**src/rtl/dual_timer_map.vh**
```
`ifndef DUAL_TIMER_MAP_VH
`define DUAL_TIMER_MAP_VH

// Register byte addresses
`define ADDR_CLOCK_EN         20'hF_007A
`define ADDR_EVENT_LINK       20'hF_0260
`define ADDR_START_CTRL       20'hF_0263
`define ADDR_MODE_SEL         20'hF_0264
`define ADDR_PIN_FUNC0        20'hF_0280
`define ADDR_PIN_FUNC1        20'hF_0281
`define ADDR_DEAD_TIME        20'hF_0282
`define ADDR_EVENT_STATUS     20'hF_0283
`define ADDR_COUNT0_LO        20'hF_0284
`define ADDR_COUNT0_HI        20'hF_0285
`define ADDR_COUNT1_LO        20'hF_0286
`define ADDR_COUNT1_HI        20'hF_0287
`define ADDR_GEN_BASE         20'hF_0288
`define ADDR_GEN_LAST         20'hF_0297

// Reset values
`define RST_CLOCK_EN          8'h00
`define RST_EVENT_LINK        8'h00
`define RST_START_CTRL        8'h0C
`define RST_MODE_SEL          8'h00
`define RST_PIN_FUNC          8'h00
`define RST_DEAD_TIME         8'h00

// Field positions
`define CLOCK_EN_TIMER_BIT    4
`define ELC_MATCH_EN_BIT      0
`define START_CH0_BIT         0
`define START_CH1_BIT         1
`define MODE_HI               1
`define MODE_LO               0
`define SRC_HI                5
`define SRC_LO                4

// Timer and combined mode codes
`define MODE_TIMER            2'h0
`define MODE_RESET_SYNC       2'h1
`define MODE_COMPLEMENTARY    2'h2
`define MODE_FIXED_PERIOD     2'h3

// Count source codes
`define SRC_SYSTEM            2'h0
`define SRC_HOCO              2'h1
`define SRC_EXT_CLOCK         2'h2

// Per-pin function codes
`define FUNC_OFF              2'h0
`define FUNC_CAPTURE          2'h1
`define FUNC_COMPARE          2'h2
`define FUNC_PWM              2'h3

`endif

```
**src/rtl/combined_pwm.v**
```verilog
`timescale 1ns/1ps
`include "dual_timer_map.vh"

module combined_pwm (
   // Clock and reset
   input  wire        clk,
   input  wire        reset_n,
   // Control
   input  wire [1:0]  mode,
   input  wire        run,
   input  wire        tick,
   // Shared counter and registers of both channels
   input  wire [15:0] count0,
   input  wire [15:0] period,
   input  wire [15:0] duty_u,
   input  wire [15:0] duty_v,
   input  wire [15:0] duty_w,
   input  wire [7:0]  dead,
   // Pin drive, bit 0 is channel 0 pin a, bit 7 channel 1 pin d
   output reg  [7:0]  out_q,
   output wire [7:0]  oe
);

   reg  [15:0] tri_q;
   reg         down_q;
   reg  [2:0]  raw_q;
   reg  [7:0]  dtc_q [0:2];
   reg  [2:0]  raw;
   reg  [2:0]  pos;
   reg  [2:0]  neg;
   wire        comp  = (mode == `MODE_COMPLEMENTARY);
   wire [15:0] base  = comp ? tri_q : count0;
   wire [7:0]  dwell = comp ? dead : 8'h00;
   integer     p;
   integer     q;

   // Triangle carrier for the complementary mode
   always @(posedge clk or negedge reset_n) begin
      if (!reset_n) begin
         tri_q  <= 16'h0000;
         down_q <= 1'b0;
      end else if (!comp || period == 16'h0000) begin
         tri_q  <= 16'h0000;
         down_q <= 1'b0;
      end else if (run && tick) begin
         if (!down_q && tri_q >= period) begin
            tri_q  <= tri_q - 16'h0001; // RULE8
            down_q <= 1'b1;
         end else if (down_q && tri_q == 16'h0000) begin
            tri_q  <= 16'h0001;
            down_q <= 1'b0;
         end else begin
            tri_q <= down_q ? tri_q - 16'h0001 : tri_q + 16'h0001;
         end
      end
   end

   // Phase levels and dead-time qualified pairs
   always @* begin
      raw[0] = base < duty_u;
      raw[1] = base < duty_v;
      raw[2] = base < duty_w;
      for (p = 0; p < 3; p = p + 1) begin
         pos[p] = raw_q[p] & (dtc_q[p] >= dwell); // RULE8
         neg[p] = ~raw_q[p] & (dtc_q[p] >= dwell); // RULE7
      end
   end

   // Dwell counters restart on every phase edge so both sides stay low
   always @(posedge clk or negedge reset_n) begin
      if (!reset_n) begin
         raw_q <= 3'b000;
         for (q = 0; q < 3; q = q + 1) begin
            dtc_q[q] <= 8'h00;
         end
      end else begin
         raw_q <= raw;
         for (q = 0; q < 3; q = q + 1) begin
            if (raw[q] != raw_q[q]) begin
               dtc_q[q] <= 8'h00;
            end else if (dtc_q[q] != 8'hFF) begin
               dtc_q[q] <= dtc_q[q] + 8'h01;
            end
         end
      end
   end

   // Pin assignment follows the active mode
   always @(posedge clk or negedge reset_n) begin
      if (!reset_n) begin
         out_q <= 8'h00;
      end else begin
         case (mode)
            `MODE_RESET_SYNC,
            `MODE_COMPLEMENTARY: begin
               out_q <= {neg[2], neg[1], pos[2], pos[1], neg[0], 1'b0, pos[0], 1'b0}; // RULE12
            end
            `MODE_FIXED_PERIOD: begin
               out_q <= {3'b000, count0 < duty_v, 3'b000, count0 < duty_u}; // RULE9
            end
            default: begin
               out_q <= 8'h00;
            end
         endcase
      end
   end

   assign oe = (mode == `MODE_FIXED_PERIOD) ? 8'h11 :
               (mode == `MODE_TIMER)        ? 8'h00 : 8'hFA;

endmodule // combined_pwm

```
**src/rtl/dual_timer_capture_pwm.v**
```verilog
// Behaviour
// (RULE1) Two independent sixteen-bit counters
// (RULE2) Four bidirectional pins per channel
// (RULE3) Count source system clock or oscillator
// (RULE4) Capture copies counter on pin edge
// (RULE5) Compare match detected, may toggle pin
// (RULE6) PWM pin pulse width fully programmable
// (RULE7) Reset-synchronous mode: six outputs, no dead
// (RULE8) Complementary mode: triangle carrier with dead time
// (RULE9) Fixed-period mode: two PWM outputs
// (RULE10) Functions identical, selectable per pin
// (RULE11) Functions mix freely across both channels
// (RULE12) Combined modes share counters, pins per mode
// (RULE13) Channel zero pin a doubles as clock
// (RULE14) Counter runs only while start bit set
// (RULE15) Reset clears state and releases pins
`timescale 1ns/1ps
`include "dual_timer_map.vh"

module dual_timer_capture_pwm (
   // Clock and reset
   input  wire        clk,
   input  wire        reset_n,
   // Register port
   input  wire [19:0] addr,
   input  wire [7:0]  wdata,
   input  wire        wr_en,
   input  wire        rd_en,
   output reg  [7:0]  rdata,
   // Oscillator count source, asynchronous
   input  wire        hoco_clk_in,
   // Event link output, one cycle per channel 0 pin a match
   output reg         elc_event,
   // Channel 0 pins
   input  wire        ch0_pin_a_in,
   output wire        ch0_pin_a_out,
   output wire        ch0_pin_a_oe,
   input  wire        ch0_pin_b_in,
   output wire        ch0_pin_b_out,
   output wire        ch0_pin_b_oe,
   input  wire        ch0_pin_c_in,
   output wire        ch0_pin_c_out,
   output wire        ch0_pin_c_oe,
   input  wire        ch0_pin_d_in,
   output wire        ch0_pin_d_out,
   output wire        ch0_pin_d_oe,
   // Channel 1 pins
   input  wire        ch1_pin_a_in,
   output wire        ch1_pin_a_out,
   output wire        ch1_pin_a_oe,
   input  wire        ch1_pin_b_in,
   output wire        ch1_pin_b_out,
   output wire        ch1_pin_b_oe,
   input  wire        ch1_pin_c_in,
   output wire        ch1_pin_c_out,
   output wire        ch1_pin_c_oe,
   input  wire        ch1_pin_d_in,
   output wire        ch1_pin_d_out,
   output wire        ch1_pin_d_oe
);

   // Software registers
   reg  [7:0]  clken_q;
   reg  [7:0]  elc_ctrl_q;
   reg  [7:0]  start_q;
   reg  [7:0]  mode_sel_q;
   reg  [7:0]  func0_q;
   reg  [7:0]  func1_q;
   reg  [7:0]  dead_q;
   reg  [7:0]  status_q;
   reg  [7:0]  status_d;
   reg  [15:0] gen_q [0:7];
   // Pin and oscillator synchronisers
   reg  [8:0]  sync1_q;
   reg  [8:0]  sync2_q;
   reg  [8:0]  sync3_q;
   // Pin drive registers
   reg  [7:0]  pin_out_q;
   reg  [7:0]  pin_oe_q;
   reg  [7:0]  rdata_d;
   reg         tick;
   // Channel results
   wire [15:0] count0;
   wire [15:0] count1;
   wire [3:0]  cap0;
   wire [3:0]  cap1;
   wire [3:0]  match0;
   wire [3:0]  match1;
   wire [3:0]  tout0;
   wire [3:0]  tout1;
   wire [3:0]  toe0;
   wire [3:0]  toe1;
   wire [7:0]  cout;
   wire [7:0]  coe;
   wire [7:0]  pin_in;
   wire [8:0]  rise;
   wire [1:0]  mode;
   wire [1:0]  src;
   wire [7:0]  cap_all;
   wire [19:0] gen_off;
   wire        gen_hit;
   wire        combined;
   integer     k;

   // Exact address compare for a write
   function wr_hit;
      input [19:0] a;
      input [19:0] target;
      input        we;
      begin
         wr_hit = we & (a == target);
      end
   endfunction

   // Byte lane of a sixteen-bit value
   function [7:0] byte_of;
      input [15:0] v;
      input        hi;
      begin
         byte_of = hi ? v[15:8] : v[7:0];
      end
   endfunction

   assign pin_in   = {ch1_pin_d_in, ch1_pin_c_in, ch1_pin_b_in, ch1_pin_a_in,
                      ch0_pin_d_in, ch0_pin_c_in, ch0_pin_b_in, ch0_pin_a_in}; // RULE2
   assign mode     = mode_sel_q[`MODE_HI:`MODE_LO];
   assign src      = mode_sel_q[`SRC_HI:`SRC_LO];
   assign combined = (mode != `MODE_TIMER);
   assign cap_all  = {cap1, cap0};
   assign gen_off  = addr - `ADDR_GEN_BASE;
   assign gen_hit  = (addr >= `ADDR_GEN_BASE) && (addr <= `ADDR_GEN_LAST);

   // Two flops before any logic, third flop only for edge detect
   always @(posedge clk or negedge reset_n) begin
      if (!reset_n) begin
         sync1_q <= 9'h000;
         sync2_q <= 9'h000;
         sync3_q <= 9'h000;
      end else begin
         sync1_q <= {hoco_clk_in, pin_in};
         sync2_q <= sync1_q;
         sync3_q <= sync2_q;
      end
   end

   assign rise = sync2_q & ~sync3_q;

   // Count source pick; the oscillator must run below half of clk to be seen
   always @* begin
      case (src)
         `SRC_HOCO:      tick = rise[8]; // RULE3
         `SRC_EXT_CLOCK: tick = rise[0]; // RULE13
         default:        tick = 1'b1;
      endcase
      tick = tick & clken_q[`CLOCK_EN_TIMER_BIT];
   end

   // Control registers
   always @(posedge clk or negedge reset_n) begin
      if (!reset_n) begin
         clken_q    <= `RST_CLOCK_EN;
         elc_ctrl_q <= `RST_EVENT_LINK;
         start_q    <= `RST_START_CTRL;
         mode_sel_q <= `RST_MODE_SEL;
         func0_q    <= `RST_PIN_FUNC;
         func1_q    <= `RST_PIN_FUNC;
         dead_q     <= `RST_DEAD_TIME;
      end else begin
         if (wr_hit(addr, `ADDR_CLOCK_EN, wr_en))     clken_q    <= wdata;
         if (wr_hit(addr, `ADDR_EVENT_LINK, wr_en))   elc_ctrl_q <= wdata;
         if (wr_hit(addr, `ADDR_START_CTRL, wr_en))   start_q    <= wdata; // RULE14
         if (wr_hit(addr, `ADDR_MODE_SEL, wr_en))     mode_sel_q <= wdata;
         if (wr_hit(addr, `ADDR_PIN_FUNC0, wr_en))    func0_q    <= wdata; // RULE10
         if (wr_hit(addr, `ADDR_PIN_FUNC1, wr_en))    func1_q    <= wdata; // RULE11
         if (wr_hit(addr, `ADDR_DEAD_TIME, wr_en))    dead_q     <= wdata;
      end
   end

   // General registers; a capture outranks a software write in the same cycle
   always @(posedge clk or negedge reset_n) begin
      if (!reset_n) begin
         for (k = 0; k < 8; k = k + 1) begin
            gen_q[k] <= 16'h0000; // RULE15
         end
      end else begin
         for (k = 0; k < 8; k = k + 1) begin
            if (cap_all[k] && !combined) begin
               gen_q[k] <= (k < 4) ? count0 : count1; // RULE4
            end else if (wr_en && gen_hit && gen_off[3:1] == k[2:0]) begin
               if (gen_off[0]) begin
                  gen_q[k][15:8] <= wdata;
               end else begin
                  gen_q[k][7:0] <= wdata;
               end
            end
         end
      end
   end

   // Sticky event flags, write one to clear; a new event beats the clear
   always @* begin
      status_d = status_q;
      if (wr_hit(addr, `ADDR_EVENT_STATUS, wr_en)) begin
         status_d = status_q & ~wdata;
      end
      status_d = status_d | cap_all | {match1, match0};
   end

   always @(posedge clk or negedge reset_n) begin
      if (!reset_n) begin
         status_q  <= 8'h00;
         elc_event <= 1'b0;
      end else begin
         status_q  <= status_d;
         elc_event <= elc_ctrl_q[`ELC_MATCH_EN_BIT] & match0[0];
      end
   end

   // Channel 0; in combined modes it carries the shared period
   timer_channel u_ch0 (
      .clk        (clk),
      .reset_n    (reset_n),
      .run        (start_q[`START_CH0_BIT]),
      .tick       (tick),
      .clear_on_a (mode == `MODE_RESET_SYNC || mode == `MODE_FIXED_PERIOD),
      .func       (combined ? 8'h00 : func0_q),
      .gen_flat   ({gen_q[3], gen_q[2], gen_q[1], gen_q[0]}),
      .pin_rise   (rise[3:0]),
      .count_q    (count0),
      .capture    (cap0),
      .match      (match0),
      .out_q      (tout0),
      .oe         (toe0)
   ); // RULE1

   // Channel 1
   timer_channel u_ch1 (
      .clk        (clk),
      .reset_n    (reset_n),
      .run        (start_q[`START_CH1_BIT]),
      .tick       (tick),
      .clear_on_a (1'b0),
      .func       (combined ? 8'h00 : func1_q),
      .gen_flat   ({gen_q[7], gen_q[6], gen_q[5], gen_q[4]}),
      .pin_rise   (rise[7:4]),
      .count_q    (count1),
      .capture    (cap1),
      .match      (match1),
      .out_q      (tout1),
      .oe         (toe1)
   ); // RULE1

   // Three-phase and fixed-period waveforms from both channels' registers
   combined_pwm u_comb (
      .clk     (clk),
      .reset_n (reset_n),
      .mode    (mode),
      .run     (start_q[`START_CH0_BIT]),
      .tick    (tick),
      .count0  (count0),
      .period  (gen_q[0]),
      .duty_u  (gen_q[1]),
      .duty_v  (gen_q[4]),
      .duty_w  (gen_q[5]),
      .dead    (dead_q),
      .out_q   (cout),
      .oe      (coe)
   ); // RULE12

   // Pin drive follows the active mode
   always @(posedge clk or negedge reset_n) begin
      if (!reset_n) begin
         pin_out_q <= 8'h00;
         pin_oe_q  <= 8'h00; // RULE15
      end else if (combined) begin
         pin_out_q <= cout; // RULE12
         pin_oe_q  <= coe;
      end else begin
         pin_out_q <= {tout1, tout0}; // RULE11
         pin_oe_q  <= {toe1, toe0};
      end
   end

   assign ch0_pin_a_out = pin_out_q[0];
   assign ch0_pin_b_out = pin_out_q[1];
   assign ch0_pin_c_out = pin_out_q[2];
   assign ch0_pin_d_out = pin_out_q[3];
   assign ch1_pin_a_out = pin_out_q[4];
   assign ch1_pin_b_out = pin_out_q[5];
   assign ch1_pin_c_out = pin_out_q[6];
   assign ch1_pin_d_out = pin_out_q[7];
   assign ch0_pin_a_oe  = pin_oe_q[0];
   assign ch0_pin_b_oe  = pin_oe_q[1];
   assign ch0_pin_c_oe  = pin_oe_q[2];
   assign ch0_pin_d_oe  = pin_oe_q[3];
   assign ch1_pin_a_oe  = pin_oe_q[4];
   assign ch1_pin_b_oe  = pin_oe_q[5];
   assign ch1_pin_c_oe  = pin_oe_q[6];
   assign ch1_pin_d_oe  = pin_oe_q[7];

   // Read decode; unmapped addresses read zero
   always @* begin
      rdata_d = 8'h00;
      case (addr)
         `ADDR_CLOCK_EN:     rdata_d = clken_q;
         `ADDR_EVENT_LINK:   rdata_d = elc_ctrl_q;
         `ADDR_START_CTRL:   rdata_d = start_q;
         `ADDR_MODE_SEL:     rdata_d = mode_sel_q;
         `ADDR_PIN_FUNC0:    rdata_d = func0_q;
         `ADDR_PIN_FUNC1:    rdata_d = func1_q;
         `ADDR_DEAD_TIME:    rdata_d = dead_q;
         `ADDR_EVENT_STATUS: rdata_d = status_q;
         `ADDR_COUNT0_LO:    rdata_d = byte_of(count0, 1'b0);
         `ADDR_COUNT0_HI:    rdata_d = byte_of(count0, 1'b1);
         `ADDR_COUNT1_LO:    rdata_d = byte_of(count1, 1'b0);
         `ADDR_COUNT1_HI:    rdata_d = byte_of(count1, 1'b1);
         default: begin
            if (gen_hit) begin
               rdata_d = byte_of(gen_q[gen_off[3:1]], gen_off[0]);
            end
         end
      endcase
   end

   // Read data stand only in the cycle after the strobe
   always @(posedge clk or negedge reset_n) begin
      if (!reset_n) begin
         rdata <= 8'h00;
      end else begin
         rdata <= rd_en ? rdata_d : 8'h00;
      end
   end

endmodule // dual_timer_capture_pwm

```
**src/rtl/timer_channel.v**
```verilog
`timescale 1ns/1ps
`include "dual_timer_map.vh"

module timer_channel (
   // Clock and reset
   input  wire        clk,
   input  wire        reset_n,
   // Count control
   input  wire        run,
   input  wire        tick,
   input  wire        clear_on_a,
   // Pin functions and general registers, pin d in the top bits
   input  wire [7:0]  func,
   input  wire [63:0] gen_flat,
   input  wire [3:0]  pin_rise,
   // Results
   output reg  [15:0] count_q,
   output wire [3:0]  capture,
   output wire [3:0]  match,
   output reg  [3:0]  out_q,
   output wire [3:0]  oe
);

   wire step = run & tick;

   // Counter, held while the start bit is low
   always @(posedge clk or negedge reset_n) begin
      if (!reset_n) begin
         count_q <= 16'h0000; // RULE15
      end else if (step) begin // RULE14
         // At or past the period, so a counter left high by another mode still wraps
         if (clear_on_a && (count_q >= gen_flat[15:0])) begin
            count_q <= 16'h0000;
         end else begin
            count_q <= count_q + 16'h0001; // RULE1
         end
      end
   end

   // One identical slice per pin, function picked per pin
   genvar i;
   generate
      for (i = 0; i < 4; i = i + 1) begin : pin
         wire [1:0]  sel = func[2*i+1:2*i];
         wire [15:0] gen = gen_flat[16*i+15:16*i];
         assign match[i]   = step & (count_q == gen); // RULE5
         assign capture[i] = (sel == `FUNC_CAPTURE) & pin_rise[i]; // RULE4
         assign oe[i]      = (sel == `FUNC_COMPARE) | (sel == `FUNC_PWM); // RULE10
         always @(posedge clk or negedge reset_n) begin
            if (!reset_n) begin
               out_q[i] <= 1'b0;
            end else if (sel == `FUNC_COMPARE) begin
               if (match[i]) begin
                  out_q[i] <= ~out_q[i]; // RULE5
               end
            end else if (sel == `FUNC_PWM) begin
               out_q[i] <= (count_q < gen); // RULE6
            end else begin
               out_q[i] <= 1'b0;
            end
         end
      end
   endgenerate

endmodule // timer_channel

```
**config.mk**
```make
export PLATFORM = sky130hd
export DESIGN_NAME = dual_timer_capture_pwm
export DESIGN_NICKNAME = d
export VERILOG_FILES = /design/src/rtl/combined_pwm.v /design/src/rtl/dual_timer_capture_pwm.v /design/src/rtl/timer_channel.v
export VERILOG_INCLUDE_DIRS = /design/src /design/src/rtl
export SDC_FILE = /design/constraint.sdc
export NUM_CORES = 1
export LEC_CHECK = 0
export BUFFER_PORTS_ARGS = -buffer_cell sky130_fd_sc_hd__buf_2
export CORE_ASPECT_RATIO = 0.75
export CORE_MARGIN = 10
export CORE_UTILIZATION = 35
export CTS_CLUSTER_SIZE = 12
export DETAILED_ROUTE_END_ITERATION = 6
export PLACE_DENSITY = 0.58
export SLEW_MARGIN = 25
export SYNTH_ARGS = -nofsm -noshare
export SYNTH_HDL_FRONTEND = slang
export SYNTH_SLANG_ARGS = --single-unit
export TNS_END_PERCENT = 30
```
**constraint.sdc**
```tcl
create_clock -name clk -period 4.2 [get_ports clk]
set_input_delay 0.63 -clock clk [delete_from_list [all_inputs] [get_ports clk]]
set_output_delay 0.63 -clock clk [all_outputs]
set_load 0.01 [all_outputs]
```
==> results.yml <==
outcome:
  status: "finished, final reports clean"
detailed_routing:
  antenna_left: 0
  vias_per_cell: 5.73
  first_iter_violations: 1967
  routed_wire_length_per_instance_um: 24.5
  route.final.wire_length_um: 78700
  drc: 0
  num_vias: 18400
  dr.pass1.iters: 5
critical_path:
  reg2reg_to: "u_comb.dtc_q[3]"
  crit_buf_inv: 4
  crit_slowest_cell: "o21ai_0"
  ff2ff_path_depth: 13
  critical-path-max-stage-delay_ps: 860
  timing.critical_path.cells: "inv_1 -> ha_1 -> buf_4 -> o21ai_0 -> ha_1 -> nand4_1 -> nor2_1 -> o21a_1 -> o22ai_1 -> buf_4 -> xor2_1 -> buf_4 -> a211oi_1"
  type_of_the_worst_setup_path: "reg2reg"
  r2r_setup_slack_ps: 690
  top_family_by_delay_on_critical_path: "compound AO/OA/AOI/OAI gates"
  worstSetupStartpointType: "flip-flop"
  timing.critical_path.arrival_ps: 3940
  rr_startpoint: "mode_sel_q[0]"
  worst_ep_required_time_ps: 4630
  setup.worst_path.end_class: "flip-flop"
  crit_top_cell: "buf_4"
  crit_path_max_fanout: 23
placed_design:
  detailed_place_hpwl_um: 58400
  numPlacedInstances: 3139
  port_buffers: 65
  place_congestion: 0.946
floorplanning:
  die_width_um: 312
  io-pin-count: 66
  core_region_area_mm2: 0.0634
  die-height_um: 239
  initial_core_utilization_pct: 35.2
  placementRows: 80
  floorplan.die_area_mm2: 0.0744
yosys:
  synth_largest_area_cell: "dfrtp_1"
  synth_nets: 2570
  synthArstFlopShare_pct: 100
  synth_ff_type: "dfrtp_1"
  synth_area_mm2: 0.0223
  syn_avg_cell_area_um2: 9.77
  count_of_mapped_cells_out_of_synthesis: 2285
  synth.area.top_cells: "dfrtp_1, ha_1, mux2i_1"
  synth.yosys.seq_area_share_pct: 37.6
  number_of_synthesized_flops_with_an_enable_pin: 0
  synth.distinct_cells: 82
  ys_seq_elements: 335
  yosysTopAreaCellShare_pct: 37.3
  ys.warnings.count: 0
grt:
  grt_pass1_vias: 18000
  antenna_found_initial: 5
  grt_pass1_wl_um: 116000
  grt_max_degree: 115
  gr-total-overflow: 0
  grt_use_total_pct: 20.5
flow_run:
  drv.max_cap_violation_count: 0
timing:
  tns_ps: 0
  max-slew-margin-rel_pct: 29.9
  maximum_clock_frequency_mhz: 285
  final-max-slew-violation-count: 0
  worstMarginPinSlew_ps: 1040
  timing.final.hold_violations: 0
  grt_setup_unrepaired: "no"
  final.min_clock_period_ps: 3510
  fin_skew_ps: 19.6
  min_period_over_period_pct: 83.6
  setup_violations: 0
clocking:
  cts_setup_buffers: 0
  tritoncts_clock_tree: "built"
  clkTransAtPathRegs_ps: 60
  clock_sink_count: 335
  root_buffer: "clkbuf_16"
  cts_buffer_depth: 3
  clk-insertion-delay-late_ps: 570
  cts_max_level: 2
  holdBufCountCts: 0
  ctsResizeCount: 0
  number_of_buffers_added_by_the_clock_tree_synthesis_step: 39
power_and_ir_drop:
  power.ir.vdd_worst_v: 0.000269
  p_leak_nw: 12.9
  power_per_cell_area_mw_per_mm2: 275
cells_and_area:
  stdcell_count: 3213
  final_layout_size_suffix_gt1_share_pct: 13.3
  mostFrequentLayoutCell: "dfrtp_1"
  num-nets-final: 2604
  final_cell_mix: "dfrtp_1, ha_1, nor2_1"
  flow.area_growth_from_synthesis_pct: 11.7
min_path:
  worst_hold_path_type: "in2async"
==> report_power, final <==
| part | switching (mW) | total (mW) | internal, mW | leakage (nW) |
|---|---|---|---|---|
| clock network | 1.44 | 3.35 | 1.91 | 0.593 |
| registers | 0.00744 | 3.25 | 3.24 | 3.87 |
| logic | 0.190 | 0.244 | 0.0542 | 8.44 |
| total | 1.64 | 6.85 | 5.20 | 12.9 |
==> registers in the layout (all words and copies together) (netlist names), 9 cells and up <==
register and cells:
u_ch1.count_q 16, sync2_q 9, sync3_q 9, u_ch0.count_q 16, u_comb.dtc_q 24, u_comb.tri_q 16
gen_q 128, sync1_q 9
==> area by class of cell <==
class / instances / area (µm²)
diodes: 5 / 12.5
clock buffers: 57 / 1110
clock inverters: 12 / 108
fillers: 6206 / 38400
inverters: 160 / 601
multi-input cells: 1671 / 12900
flip-flops and latches: 335 / 8390
well taps: 861 / 1080
repair buffers: 112 / 738
==> cells by family after synthesis <==
family / share of synthesized area [%]
xor+xnor: 2.08
compound gates: 13.8
mux: 14.0
simple gates: 14.2
fa+ha+maj: 13.7
buf+inv: 4.73
flops: 37.6
==> worst reg2reg max path, delay by kind of cell (launching register included) <==
family	cells	cell delay (ps)
compound gates	4	1190
buf+inv	4	730
fa+ha+maj	2	640
flops	1	440
simple gates	2	210
xor+xnor	1	180
==> through the flow <==
step,area (µm²),util (%),hold slack [ps],power (mW),setup slack (ps)
3_3_place_gp,23700,37.4,336,3.55,744
6_report,24900,39.4,136,6.85,688
2_1_floorplan,22300,-,331,3.39,1110
5_1_grt,24900,39.3,154,7.05,615
4_1_cts,24900,39.3,152,6.90,766
3_5_place_dp,23700,37.4,337,3.55,706
==> layer usage <==
layer  share of wire (%)  GRT usage (%)  vias to the layer above
met5               0.034              0                        -
met4                 2.6           5.85                        4
met3                  10           6.25                      118
met2                  42           29.5                      784
met1                  45           29.1                     9136
li1                    -              -                     8381
==> cell usage after synthesis, types with 6 or more instances <==
| cell type | number |
|---|---|
| a32oi_1 | 7 |
| o21ai_0 | 98 |
| nor3b_1 | 6 |
| nor2_1 | 203 |
| o211ai_1 | 19 |
| a21o_1 | 46 |
| nor2b_1 | 21 |
| inv_1 | 160 |
| a211oi_1 | 18 |
| nor3_1 | 33 |
| mux2_2 | 77 |
| a21oi_1 | 156 |
| clkbuf_1 | 100 |
| o21ai_1 | 12 |
| o31ai_1 | 8 |
| nand4_1 | 58 |
| and3_1 | 21 |
| mux4_2 | 40 |
| mux2i_1 | 136 |
| ha_1 | 244 |
| a221oi_1 | 9 |
| nor3_4 | 6 |
| nand2b_1 | 16 |
| o21a_1 | 10 |
| buf_1 | 14 |
| a211o_1 | 6 |
| a31oi_1 | 13 |
| a22oi_1 | 31 |
| or4_1 | 7 |
| xnor2_1 | 33 |
| xor2_1 | 20 |
| nor4_1 | 12 |
| dfrtp_1 | 333 |
| and2_1 | 10 |
| nand2_1 | 148 |
| nand3_1 | 58 |
==> how the worst max path moves through the flow <==
stage,from,end,slack (ps),depth (start not counted)
6_report,mode_sel_q[0],u_comb.dtc_q[3],690,13
5_1_grt,mode_sel_q[0],u_comb.dtc_q[23],620,12
4_1_cts,mode_sel_q[0],u_comb.dtc_q[3],770,13
3_5_place_dp,addr[3],gen_q[84],710,8
3_3_place_gp,addr[3],gen_q[87],740,8
2_1_floorplan,mode_sel_q[0],u_comb.dtc_q[22],1110,12
Note: power is estimated with default switching activity, not from simulation.
